[config.mk]
export PLATFORM = sky130hd
export DESIGN_NAME = sgdec_top
export DESIGN_NICKNAME = d
export VERILOG_FILES = /design/src/common/sgdec_pkg.sv /design/src/logic/sgdec_serial_match.sv /design/src/logic/sgdec_generic_match.sv /design/src/logic/sgdec_top.sv
export SDC_FILE = /design/constraint.sdc
export NUM_CORES = 1
export LEC_CHECK = 0
export BUFFER_PORTS_ARGS = -buffer_cell sky130_fd_sc_hd__clkbuf_2
export CORE_MARGIN = 5
export CORE_UTILIZATION = 50
export CTS_BUF_LIST = sky130_fd_sc_hd__clkbuf_8 sky130_fd_sc_hd__clkbuf_16
export CTS_CLUSTER_SIZE = 14
export DETAILED_ROUTE_END_ITERATION = 10
export GPL_TIMING_DRIVEN = 0
export PLACE_DENSITY_LB_ADDON = 0.08
export SLEW_MARGIN = 25
export SYNTH_ARGS = -nofsm -noshare
export SYNTH_HDL_FRONTEND = slang
export SYNTH_SLANG_ARGS = --single-unit
export TNS_END_PERCENT = 10
[constraint.sdc]
create_clock -name clk -period 2.3 [get_ports clk]
set_input_delay 0.23 -clock clk [delete_from_list [all_inputs] [get_ports clk]]
set_output_delay 0.23 -clock clk [all_outputs]
set_load 0.02 [all_outputs]
[src/common/sgdec_pkg.sv]
// Operation
// - Serial-B accesses are claimed and forwarded only while bit 31 and the serial-B monitor enable are both set.
// - The serial-B select codes 000..111 pick 3F8h, 2F8h, 220h, 228h, 238h, 2E8h, 338h and 3E8h eight-byte windows.
// - Serial-A accesses are claimed and forwarded only while bit 27 and the serial-A monitor enable are both set.
// - Serial-A select codes 100..111 pick the 238h, 2E8h, 338h and 3E8h eight-byte windows.
// - The generic chip select is asserted for an access in the generic range while bits 23 and 22 are set.
// - Generic-range accesses are claimed and forwarded while bit 22 and the generic monitor enable are set.
// - The generic base and mask decode runs only while bit 21 is set; each feature needs its own enable too.
// - The 4-bit generic mask covers address bits 3:0 and a 1 drops that bit from the compare.
// - Every address bit is compared on its own, so split mask patterns give split ranges.
// - The 16-bit generic base is compared with address bits 15:0 on every unmasked position.
package sgdec_pkg;

  localparam int SGDEC_PADDR_W = 8;
  localparam int SGDEC_IO_W    = 16;
  localparam int SGDEC_MASK_W  = 4;
  localparam int SGDEC_SER_LSB = 3;

  // Register byte offsets
  localparam logic [7:0] SGDEC_CTRL_OFS = 8'h64;
  localparam logic [7:0] SGDEC_AUX_OFS  = 8'h80;
  localparam logic [7:0] SGDEC_STAT_OFS = 8'h84;

  // Reset values
  localparam logic [31:0] SGDEC_CTRL_RST = 32'h0000_0000;
  localparam logic [1:0]  SGDEC_AUX_RST  = 2'h0;
  localparam logic [4:0]  SGDEC_STAT_RST = 5'h00;

  // Control register fields
  localparam int SGDEC_B_FWD_BIT  = 31;
  localparam int SGDEC_B_SEL_LSB  = 28;
  localparam int SGDEC_A_FWD_BIT  = 27;
  localparam int SGDEC_A_SEL_LSB  = 24;
  localparam int SGDEC_G_CS_BIT   = 23;
  localparam int SGDEC_G_FWD_BIT  = 22;
  localparam int SGDEC_G_MON_BIT  = 21;
  localparam int SGDEC_RSVD_BIT   = 20;
  localparam int SGDEC_MASK_LSB   = 16;
  localparam int SGDEC_BASE_LSB   = 0;
  localparam logic [31:0] SGDEC_CTRL_WMASK = 32'hFFEF_FFFF;

  // Auxiliary register fields
  localparam int SGDEC_AUX_A_MON_BIT = 0;
  localparam int SGDEC_AUX_B_MON_BIT = 1;

  // Eight-byte serial windows indexed by select code
  localparam logic [15:0] SGDEC_SER_WIN [0:7] = '{
    16'h03F8, 16'h02F8, 16'h0220, 16'h0228,
    16'h0238, 16'h02E8, 16'h0338, 16'h03E8
  };

  typedef struct packed {
    logic        psel;
    logic        penable;
    logic        pwrite;
    logic [7:0]  paddr;
    logic [31:0] pwdata;
    logic [3:0]  pstrb;
  } sgdec_apb_req_t;

  typedef struct packed {
    logic [31:0] prdata;
    logic        pready;
    logic        pslverr;
  } sgdec_apb_rsp_t;

  typedef struct packed {
    logic        valid;
    logic [15:0] addr;
  } sgdec_io_req_t;

  typedef struct packed {
    logic claim;
    logic serial_a;
    logic serial_b;
    logic generic;
    logic chip_sel;
  } sgdec_io_rsp_t;

endpackage : sgdec_pkg

[src/logic/sgdec_serial_match.sv]
`timescale 1ns/1ps
module sgdec_serial_match
  import sgdec_pkg::*;
#(
  parameter int ADDR_W = SGDEC_IO_W
) (
  input  wire logic [ADDR_W-1:0] addr,
  input  wire logic [2:0]        sel,
  output wire logic              hit
);

  wire logic [15:0] win_base;

  assign win_base = SGDEC_SER_WIN[sel];
  // Whole eight-byte window: low three bits are don't-care
  assign hit = (addr[ADDR_W-1:SGDEC_SER_LSB]
                == win_base[ADDR_W-1:SGDEC_SER_LSB]);

endmodule : sgdec_serial_match

[src/logic/sgdec_generic_match.sv]
`timescale 1ns/1ps
module sgdec_generic_match
  import sgdec_pkg::*;
#(
  parameter int ADDR_W = SGDEC_IO_W,
  parameter int MASK_W = SGDEC_MASK_W
) (
  input  wire logic [ADDR_W-1:0] addr,
  input  wire logic [ADDR_W-1:0] base,
  input  wire logic [MASK_W-1:0] mask,
  output wire logic              hit
);

  wire logic [ADDR_W-1:0] ignore;
  wire logic [ADDR_W-1:0] diff;

  assign ignore = {{(ADDR_W-MASK_W){1'b0}}, mask};
  // Bitwise compare, so split masks give split ranges
  assign diff   = (addr ^ base) & ~ignore;
  assign hit    = (diff == '0);

endmodule : sgdec_generic_match

[src/logic/sgdec_top.sv]
`timescale 1ns/1ps
module sgdec_top
  import sgdec_pkg::*;
(
  input  wire logic           clk,
  input  wire logic           srst,
  input  wire sgdec_apb_req_t apb_req,
  output wire sgdec_apb_rsp_t apb_rsp,
  input  wire sgdec_io_req_t  io_req,
  output wire sgdec_io_rsp_t  io_rsp,
  output wire logic           generic_chip_select_n
);

  // Registers
  logic [31:0]    ctrl_reg;
  logic [31:0]    ctrl_next;
  logic [1:0]     aux_reg;
  logic [1:0]     aux_next;
  logic [4:0]     stat_reg;
  sgdec_apb_rsp_t apb_rsp_reg;
  sgdec_io_rsp_t  io_rsp_reg;
  sgdec_io_rsp_t  io_rsp_next;
  logic           cs_n_reg;

  // Control fields
  wire logic                  serial_b_forward_en;
  wire logic [2:0]            serial_b_range_sel;
  wire logic                  serial_a_forward_en;
  wire logic [2:0]            serial_a_range_sel;
  wire logic                  generic_chip_select_en;
  wire logic                  generic_forward_en;
  wire logic                  generic_monitor_en;
  wire logic [SGDEC_MASK_W-1:0] generic_range_mask;
  wire logic [SGDEC_IO_W-1:0]   generic_range_base;
  wire logic                  serial_a_monitor_en;
  wire logic                  serial_b_monitor_en;

  assign serial_b_forward_en    = ctrl_reg[SGDEC_B_FWD_BIT];
  assign serial_b_range_sel     = ctrl_reg[SGDEC_B_SEL_LSB +: 3];
  assign serial_a_forward_en    = ctrl_reg[SGDEC_A_FWD_BIT];
  assign serial_a_range_sel     = ctrl_reg[SGDEC_A_SEL_LSB +: 3];
  assign generic_chip_select_en = ctrl_reg[SGDEC_G_CS_BIT];
  assign generic_forward_en     = ctrl_reg[SGDEC_G_FWD_BIT];
  assign generic_monitor_en     = ctrl_reg[SGDEC_G_MON_BIT];
  assign generic_range_mask     = ctrl_reg[SGDEC_MASK_LSB +: SGDEC_MASK_W];
  assign generic_range_base     = ctrl_reg[SGDEC_BASE_LSB +: SGDEC_IO_W];
  assign serial_a_monitor_en    = aux_reg[SGDEC_AUX_A_MON_BIT];
  assign serial_b_monitor_en    = aux_reg[SGDEC_AUX_B_MON_BIT];

  // ---------------- APB slave ----------------
  wire logic        apb_access;
  wire logic        apb_commit;
  wire logic        sel_ctrl;
  wire logic        sel_aux;
  wire logic        sel_stat;
  wire logic        sel_none;
  wire logic [31:0] byte_mask;
  wire logic [31:0] rd_data;
  wire logic        wr_ctrl;
  wire logic        wr_aux;

  // One wait state: pready rises on the second access cycle
  assign apb_access = apb_req.psel & apb_req.penable;
  assign apb_commit = apb_access & apb_rsp_reg.pready;

  assign sel_ctrl = (apb_req.paddr == SGDEC_CTRL_OFS);
  assign sel_aux  = (apb_req.paddr == SGDEC_AUX_OFS);
  assign sel_stat = (apb_req.paddr == SGDEC_STAT_OFS);
  assign sel_none = ~(sel_ctrl | sel_aux | sel_stat);

  assign byte_mask = {{8{apb_req.pstrb[3]}}, {8{apb_req.pstrb[2]}},
                      {8{apb_req.pstrb[1]}}, {8{apb_req.pstrb[0]}}};

  assign wr_ctrl = apb_commit & apb_req.pwrite & sel_ctrl;
  assign wr_aux  = apb_commit & apb_req.pwrite & sel_aux;

  // Reserved bit never stored, so it always reads zero
  assign ctrl_next = wr_ctrl ?
    (((ctrl_reg & ~byte_mask) | (apb_req.pwdata & byte_mask))
     & SGDEC_CTRL_WMASK) : ctrl_reg;

  assign aux_next = (wr_aux & apb_req.pstrb[0]) ?
                    apb_req.pwdata[1:0] : aux_reg;

  assign rd_data = sel_ctrl ? ctrl_reg :
                   sel_aux  ? {30'h0000_0000, aux_reg} :
                   sel_stat ? {27'h000_0000, stat_reg} :
                   32'h0000_0000;

  always_ff @(posedge clk) begin
    if (srst) begin
      ctrl_reg <= SGDEC_CTRL_RST;
      aux_reg  <= SGDEC_AUX_RST;
    end else begin
      ctrl_reg <= ctrl_next;
      aux_reg  <= aux_next;
    end
  end

  always_ff @(posedge clk) begin
    if (srst) begin
      apb_rsp_reg <= '0;
    end else if (apb_access & ~apb_rsp_reg.pready) begin
      apb_rsp_reg.pready  <= 1'b1;
      apb_rsp_reg.pslverr <= sel_none;
      apb_rsp_reg.prdata  <= apb_req.pwrite ? 32'h0000_0000 : rd_data;
    end else begin
      apb_rsp_reg <= '0;
    end
  end

  assign apb_rsp = apb_rsp_reg;

  // ---------------- I/O decode ----------------
  wire logic serial_a_match;
  wire logic serial_b_match;
  wire logic generic_match;
  wire logic serial_a_claim;
  wire logic serial_b_claim;
  wire logic generic_hit;
  wire logic generic_claim;
  wire logic generic_cs;

  sgdec_serial_match #(
    .ADDR_W (SGDEC_IO_W)
  ) u_serial_b (
    .addr (io_req.addr),
    .sel  (serial_b_range_sel),
    .hit  (serial_b_match)
  );

  sgdec_serial_match #(
    .ADDR_W (SGDEC_IO_W)
  ) u_serial_a (
    .addr (io_req.addr),
    .sel  (serial_a_range_sel),
    .hit  (serial_a_match)
  );

  sgdec_generic_match #(
    .ADDR_W (SGDEC_IO_W),
    .MASK_W (SGDEC_MASK_W)
  ) u_generic (
    .addr (io_req.addr),
    .base (generic_range_base),
    .mask (generic_range_mask),
    .hit  (generic_match)
  );

  assign serial_b_claim = serial_b_match & serial_b_forward_en
                          & serial_b_monitor_en;
  assign serial_a_claim = serial_a_match & serial_a_forward_en
                          & serial_a_monitor_en;
  assign generic_hit    = generic_match & generic_monitor_en;
  assign generic_claim  = generic_hit & generic_forward_en;
  assign generic_cs     = generic_claim & generic_chip_select_en;

  always_comb begin
    io_rsp_next          = '0;
    io_rsp_next.serial_a = serial_a_claim;
    io_rsp_next.serial_b = serial_b_claim;
    io_rsp_next.generic  = generic_claim;
    io_rsp_next.chip_sel = generic_cs;
    io_rsp_next.claim    = serial_a_claim | serial_b_claim
                           | generic_claim;
  end

  // Results are one-cycle pulses a cycle after the access strobe
  always_ff @(posedge clk) begin
    if (srst) begin
      io_rsp_reg <= '0;
      cs_n_reg   <= 1'b1;
      stat_reg   <= SGDEC_STAT_RST;
    end else if (io_req.valid) begin
      io_rsp_reg <= io_rsp_next;
      cs_n_reg   <= ~io_rsp_next.chip_sel;
      stat_reg   <= io_rsp_next;
    end else begin
      io_rsp_reg <= '0;
      cs_n_reg   <= 1'b1;
    end
  end

  assign io_rsp                = io_rsp_reg;
  assign generic_chip_select_n = cs_n_reg;

  // ---------------- Assertions ----------------
  serial_b_claim_a: assert property (
    @(posedge clk) disable iff (srst)
    (io_req.valid && serial_b_match && ctrl_reg[31] && aux_reg[1])
    |=> (io_rsp.serial_b && io_rsp.claim))
    else $error("serial B access not claimed");

  serial_b_off_a: assert property (
    @(posedge clk) disable iff (srst)
    (!ctrl_reg[31] || !aux_reg[1]) |=> !io_rsp.serial_b)
    else $error("serial B claimed while disabled");

  serial_b_win_a: assert property (
    @(posedge clk) disable iff (srst)
    (io_req.valid && ctrl_reg[31] && aux_reg[1]
     && ctrl_reg[30:28] == 3'h1 && io_req.addr[15:3] == 13'h005F)
    |=> io_rsp.serial_b)
    else $error("serial B code 001 missed 2F8h window");

  serial_a_claim_a: assert property (
    @(posedge clk) disable iff (srst)
    (io_req.valid && ctrl_reg[27] && aux_reg[0]) |=>
    (io_rsp.serial_a == $past(serial_a_match)))
    else $error("serial A claim mismatch");

  serial_a_high_a: assert property (
    @(posedge clk) disable iff (srst)
    (io_req.valid && ctrl_reg[27] && aux_reg[0]
     && ctrl_reg[26:24] == 3'h7 && io_req.addr[15:3] == 13'h007D)
    |=> io_rsp.serial_a)
    else $error("serial A code 111 missed 3E8h window");

  serial_a_low_a: assert property (
    @(posedge clk) disable iff (srst)
    (io_req.valid && ctrl_reg[27] && aux_reg[0]
     && ctrl_reg[26:24] == 3'h0 && io_req.addr[15:3] == 13'h007F)
    |=> io_rsp.serial_a ##1 (!io_rsp.serial_a || $past(io_req.valid)))
    else $error("serial A code 000 missed 3F8h window");

  generic_cs_a: assert property (
    @(posedge clk) disable iff (srst)
    (io_req.valid && generic_match && ctrl_reg[23:21] == 3'h7)
    |=> (!generic_chip_select_n && io_rsp.chip_sel))
    else $error("generic chip select not asserted");

  generic_claim_a: assert property (
    @(posedge clk) disable iff (srst)
    (io_req.valid && generic_match && ctrl_reg[22] && ctrl_reg[21])
    |=> io_rsp.generic)
    else $error("generic access not claimed");

  generic_gate_a: assert property (
    @(posedge clk) disable iff (srst)
    !ctrl_reg[21] |=> (!io_rsp.generic && generic_chip_select_n))
    else $error("generic decode active while disabled");

  split_mask_a: assert property (
    @(posedge clk) disable iff (srst)
    (io_req.valid && ctrl_reg[22:21] == 2'h3 && ctrl_reg[19:16] == 4'h9
     && io_req.addr[15:4] == ctrl_reg[15:4]
     && io_req.addr[2:1] == ctrl_reg[2:1]) |=> io_rsp.generic)
    else $error("split mask range missed");

  base_miss_a: assert property (
    @(posedge clk) disable iff (srst)
    (io_req.valid && io_req.addr[15:4] != ctrl_reg[15:4])
    |=> !io_rsp.generic)
    else $error("generic hit outside base");

  no_hit_a: assert property (
    @(posedge clk) disable iff (srst)
    (!serial_a_claim && !serial_b_claim && !generic_claim)
    |=> !io_rsp.claim)
    else $error("claim without an enabled hit");

  rsvd_zero_a: assert property (
    @(posedge clk) disable iff (srst)
    apb_rsp.pready |-> !apb_rsp.prdata[20] ##1 !apb_rsp.pready)
    else $error("reserved bit read as one or pready held");

  serial_b_mid_a: assert property (
    @(posedge clk) disable iff (srst)
    (io_req.valid && ctrl_reg[31] && aux_reg[1]
     && ctrl_reg[30:28] == 3'h4 && io_req.addr[15:3] == 13'h0047)
    |=> io_rsp.serial_b)
    else $error("serial B code 100 missed 238h window");

  serial_a_mid_a: assert property (
    @(posedge clk) disable iff (srst)
    (io_req.valid && ctrl_reg[27] && aux_reg[0]
     && ctrl_reg[26:24] == 3'h2 && io_req.addr[15:3] == 13'h0044)
    |=> io_rsp.serial_a)
    else $error("serial A code 010 missed 220h window");

  serial_a_off_a: assert property (
    @(posedge clk) disable iff (srst)
    (!ctrl_reg[27] || !aux_reg[0]) |=> !io_rsp.serial_a)
    else $error("serial A claimed while disabled");

  generic_off_a: assert property (
    @(posedge clk) disable iff (srst)
    !ctrl_reg[22] |=> (!io_rsp.generic && !io_rsp.chip_sel))
    else $error("generic claimed while forward disabled");

  cs_gate_a: assert property (
    @(posedge clk) disable iff (srst)
    !ctrl_reg[23] |=> (generic_chip_select_n && !io_rsp.chip_sel))
    else $error("generic chip select while disabled");

  mask_bit0_a: assert property (
    @(posedge clk) disable iff (srst)
    (io_req.valid && ctrl_reg[22:21] == 2'h3 && ctrl_reg[16]
     && io_req.addr[15:1] == ctrl_reg[15:1]) |=> io_rsp.generic)
    else $error("masked address bit 0 still compared");

  idle_quiet_a: assert property (
    @(posedge clk) disable iff (srst)
    !io_req.valid |=> (!io_rsp.claim && generic_chip_select_n))
    else $error("claim or chip select without an access");

endmodule : sgdec_top

==> reports/qor.csv <==
stage,metric,value,unit
final_layout,insertedDiodeCount,0,
min_path,min_path_cells,2,
place,hpwl,5.864,mm
synth,ys.flop_type,dfxtp_1,
pwr,leakage,1.665,nW
floorplan,die_area,0.007916,mm^2
synth,synth_edf_count,0,
global_routing,grt_max_degree,13,
timing,slew_headroom,58.46,%
global_routing,gr-usage-all-layers,20.08,%
timing,finalCritPeriodShare,81.45,%
detailed_routing,vias,2717,
final_layout,area_growth,25.24,%
clock_network,htreeDepth,3,
critical_path,endpoint_kind,flop,
clock_network,clkSinkCount,77,
synth,ys_async_sr_fraction,0,%
synth,syn_inst,338,
floorplan,io_pins,106,
global_routing,gr-total-overflow,0,
critical_path,crit_slowest_cell,or4_4,
floorplan,die_h,88.97,um
timing,setup_viol,0,
detailed_routing,wire_per_inst,14.42,um
synth,synth_commonest_cells,"dfxtp_1 (77), nand2_1 (40), a21oi_1 (35), nand3_1 (35), and2_1 (29)",
clock_network,cts_tree,yes,
synth,syn_nets,404,
detailed_routing,dr.pass1.iters,4,
synth,ys_seq_elements,77,
final_layout,fin_nets,510,
critical_path,startpoint_type,flop,
timing,report.final.slew_viol_count,0,
place,portBuffers,95,
critical_path,crit_type,flop to flop,
place,placedCellCount,508,
final_layout,finalNonFillerCells,524,
synth,synthTopCellsByArea,"dfxtp_1 (49%), and2_1 (5.8%), a21oi_1 (5.6%)",
global_routing,grt_pass1_wl,12.08,mm
detailed_routing,vias_per_cell,5.185,
min_path,hp-class,primary input to flop,
synth,mappedNetlistArea,0.003118,mm^2
clock_network,insertion_delay,0.34,ns
clock_network,cts_buffers,9,
floorplan,start_util,52.05,%
synth,postSynthAreaPerCell,9.225,um^2
timing,hold_viol,0,
detailed_routing,drc,0,
timing,max_freq,0.5338,GHz
timing,period_needed,1.873,ns
clock_network,cts-root-buf,clkbuf_8,
critical_path,reg2regPathDepth,5,
final_layout,drive_gt1_share,29.18,%
floorplan,die_x,88.97,um
global_routing,grt_pass1_vias,2535,
synth,synth.top_cell.area_share,49.44,%
timing,grt_setup_unrepaired,no,
pwr,power_density,657.9,mW/mm^2
pwr,power,0.002569,W
place,gp_congestion,0.8055,
critical_path,cp_cell_sequence,"xnor2_1, nand4_1, or4_4, nor4_4, and2_1",
floorplan,rows,28,
timing,worst_slew_pin_slew,0.6185,ns
run,drv_cap,0,
synth,synth_top_cell_by_area,dfxtp_1,
clock_network,cts_setup_buffers,0,
critical_path,arrival,2.16,ns
global_routing,grt_antenna_before_repair,0,
synth,ys_seq_area_share,49.44,%
synth,yosysUniqueCellTypes,49,
outcome,outcome,"finished, final reports clean",
clock_network,cts_buffer_depth,2,
clock_network,cts-resized-gates,0,
synth,yosysMostFrequentCell,dfxtp_1,
synth,yosys_warnings,0,
clock_network,clk_pin_slew,0.08,ns
timing,tns,0,ns
clock_network,hold_buffers,0,
floorplan,core_area,0.005991,mm^2
pwr,peakVddDrop,0.5529,mV
critical_path,slowest_delay,0.54,ns
detailed_routing,wl,7.556,mm
critical_path,worstPathMaxFanout,7,
detailed_routing,drt_iter0_drc,91,
critical_path,required,2.59,ns
detailed_routing,drtAntennaViolNets,0,
timing,finClkSkew,0.01210,ns
## stage by stage
stage / area, um^2 / worst slack [ns] / util (%) / hold slack [ns]
5_1_grt: 3905 / 0.2800 / 65.18 / 0.07829
3_3_place_gp: 3687 / 0.2214 / 61.55 / 0.4124
4_1_cts: 3905 / 0.4226 / 65.18 / 0.07470
3_5_place_dp: 3687 / 0.2248 / 61.55 / 0.4073
2_1_floorplan: 3118 / 0.6304 / - / 0.3743
6_report: 3905 / 0.4266 / 65.18 / 0.08204
## metal layers
layer,routed length [um],track usage [%],up-vias
met3,597,4.700,7
met4,81,6.901,0
li1,-,-,1375
met2,3359,29.96,104
met1,3519,28.63,1231
met5,0,0,-
## critical path: cells and delay by family, from the launching register on
| family | cells | cell delay (ns) |
|---|---|---|
| flops | 1 | 0.34 |
| xor+xnor | 1 | 0.19 |
| simple gates | 4 | 1.28 |
## worst paths after layout
kind / from / endpoint / slack, ns
worst max-delay path: flop / io_rsp[0]$_SDFF_PP0_ / 0.43
worst min-delay path: srst / flop / 0.08
worst max register to register: flop / io_rsp[0]$_SDFF_PP0_ / 0.43
worst min register to register: flop / generic_chip_select_n$_SDFF_PP1_ / 0.43
## logic make-up after synthesis
logic type / after synthesis / share of synthesized area (%)
AOI/OAI and AO/OA: 57 / 11.24
buffers and inverters: 27 / 4.735
and+or+nand+nor: 155 / 28.37
xor gates and xnor gates: 16 / 4.494
DFF: 77 / 49.44
other: 1 / 0.1203
muxes: 5 / 1.605
## power breakdown
part	total (W)	switching [W]	internal, W
logic	0.000143	0.0000762	0.0000670
clock network	0.00109	0.000460	0.000631
registers	0.00133	0.000000797	0.00133
total	0.00257	0.000537	0.00203
## placed cells by master (no fill, tap or decap), types with 3 or more instances in the layout
master	Yosys	routed
a21oi_1	35	35
a22o_1	4	4
and2_1	29	29
buf_2	7	7
buf_6	4	4
clkbuf_1	9	9
clkbuf_2	0	95
clkbuf_8	0	10
dfxtp_1	77	77
inv_1	5	8
mux2i_1	5	5
nand2_1	40	40
nand2b_1	3	3
nand3_1	35	35
nand4_1	4	4
nor2_1	9	9
nor2b_1	5	5
nor3_1	5	5
or3_1	3	3
or4b_1	3	3
xnor2_1	11	11
xor2_1	5	5
## final cells by class
type | instances | area [um^2]
Buffer | 22 | 128.9
Clock buffer | 10 | 137.6
Clock inverter | 6 | 80.08
Fill cell | 541 | 2086
Inverter | 5 | 18.77
Multi-Input combinational cell | 234 | 1429
Sequential cell | 77 | 1541
Tap cell | 75 | 93.84
Timing Repair Buffer | 95 | 475.5
(Power assumes the default switching activity.)
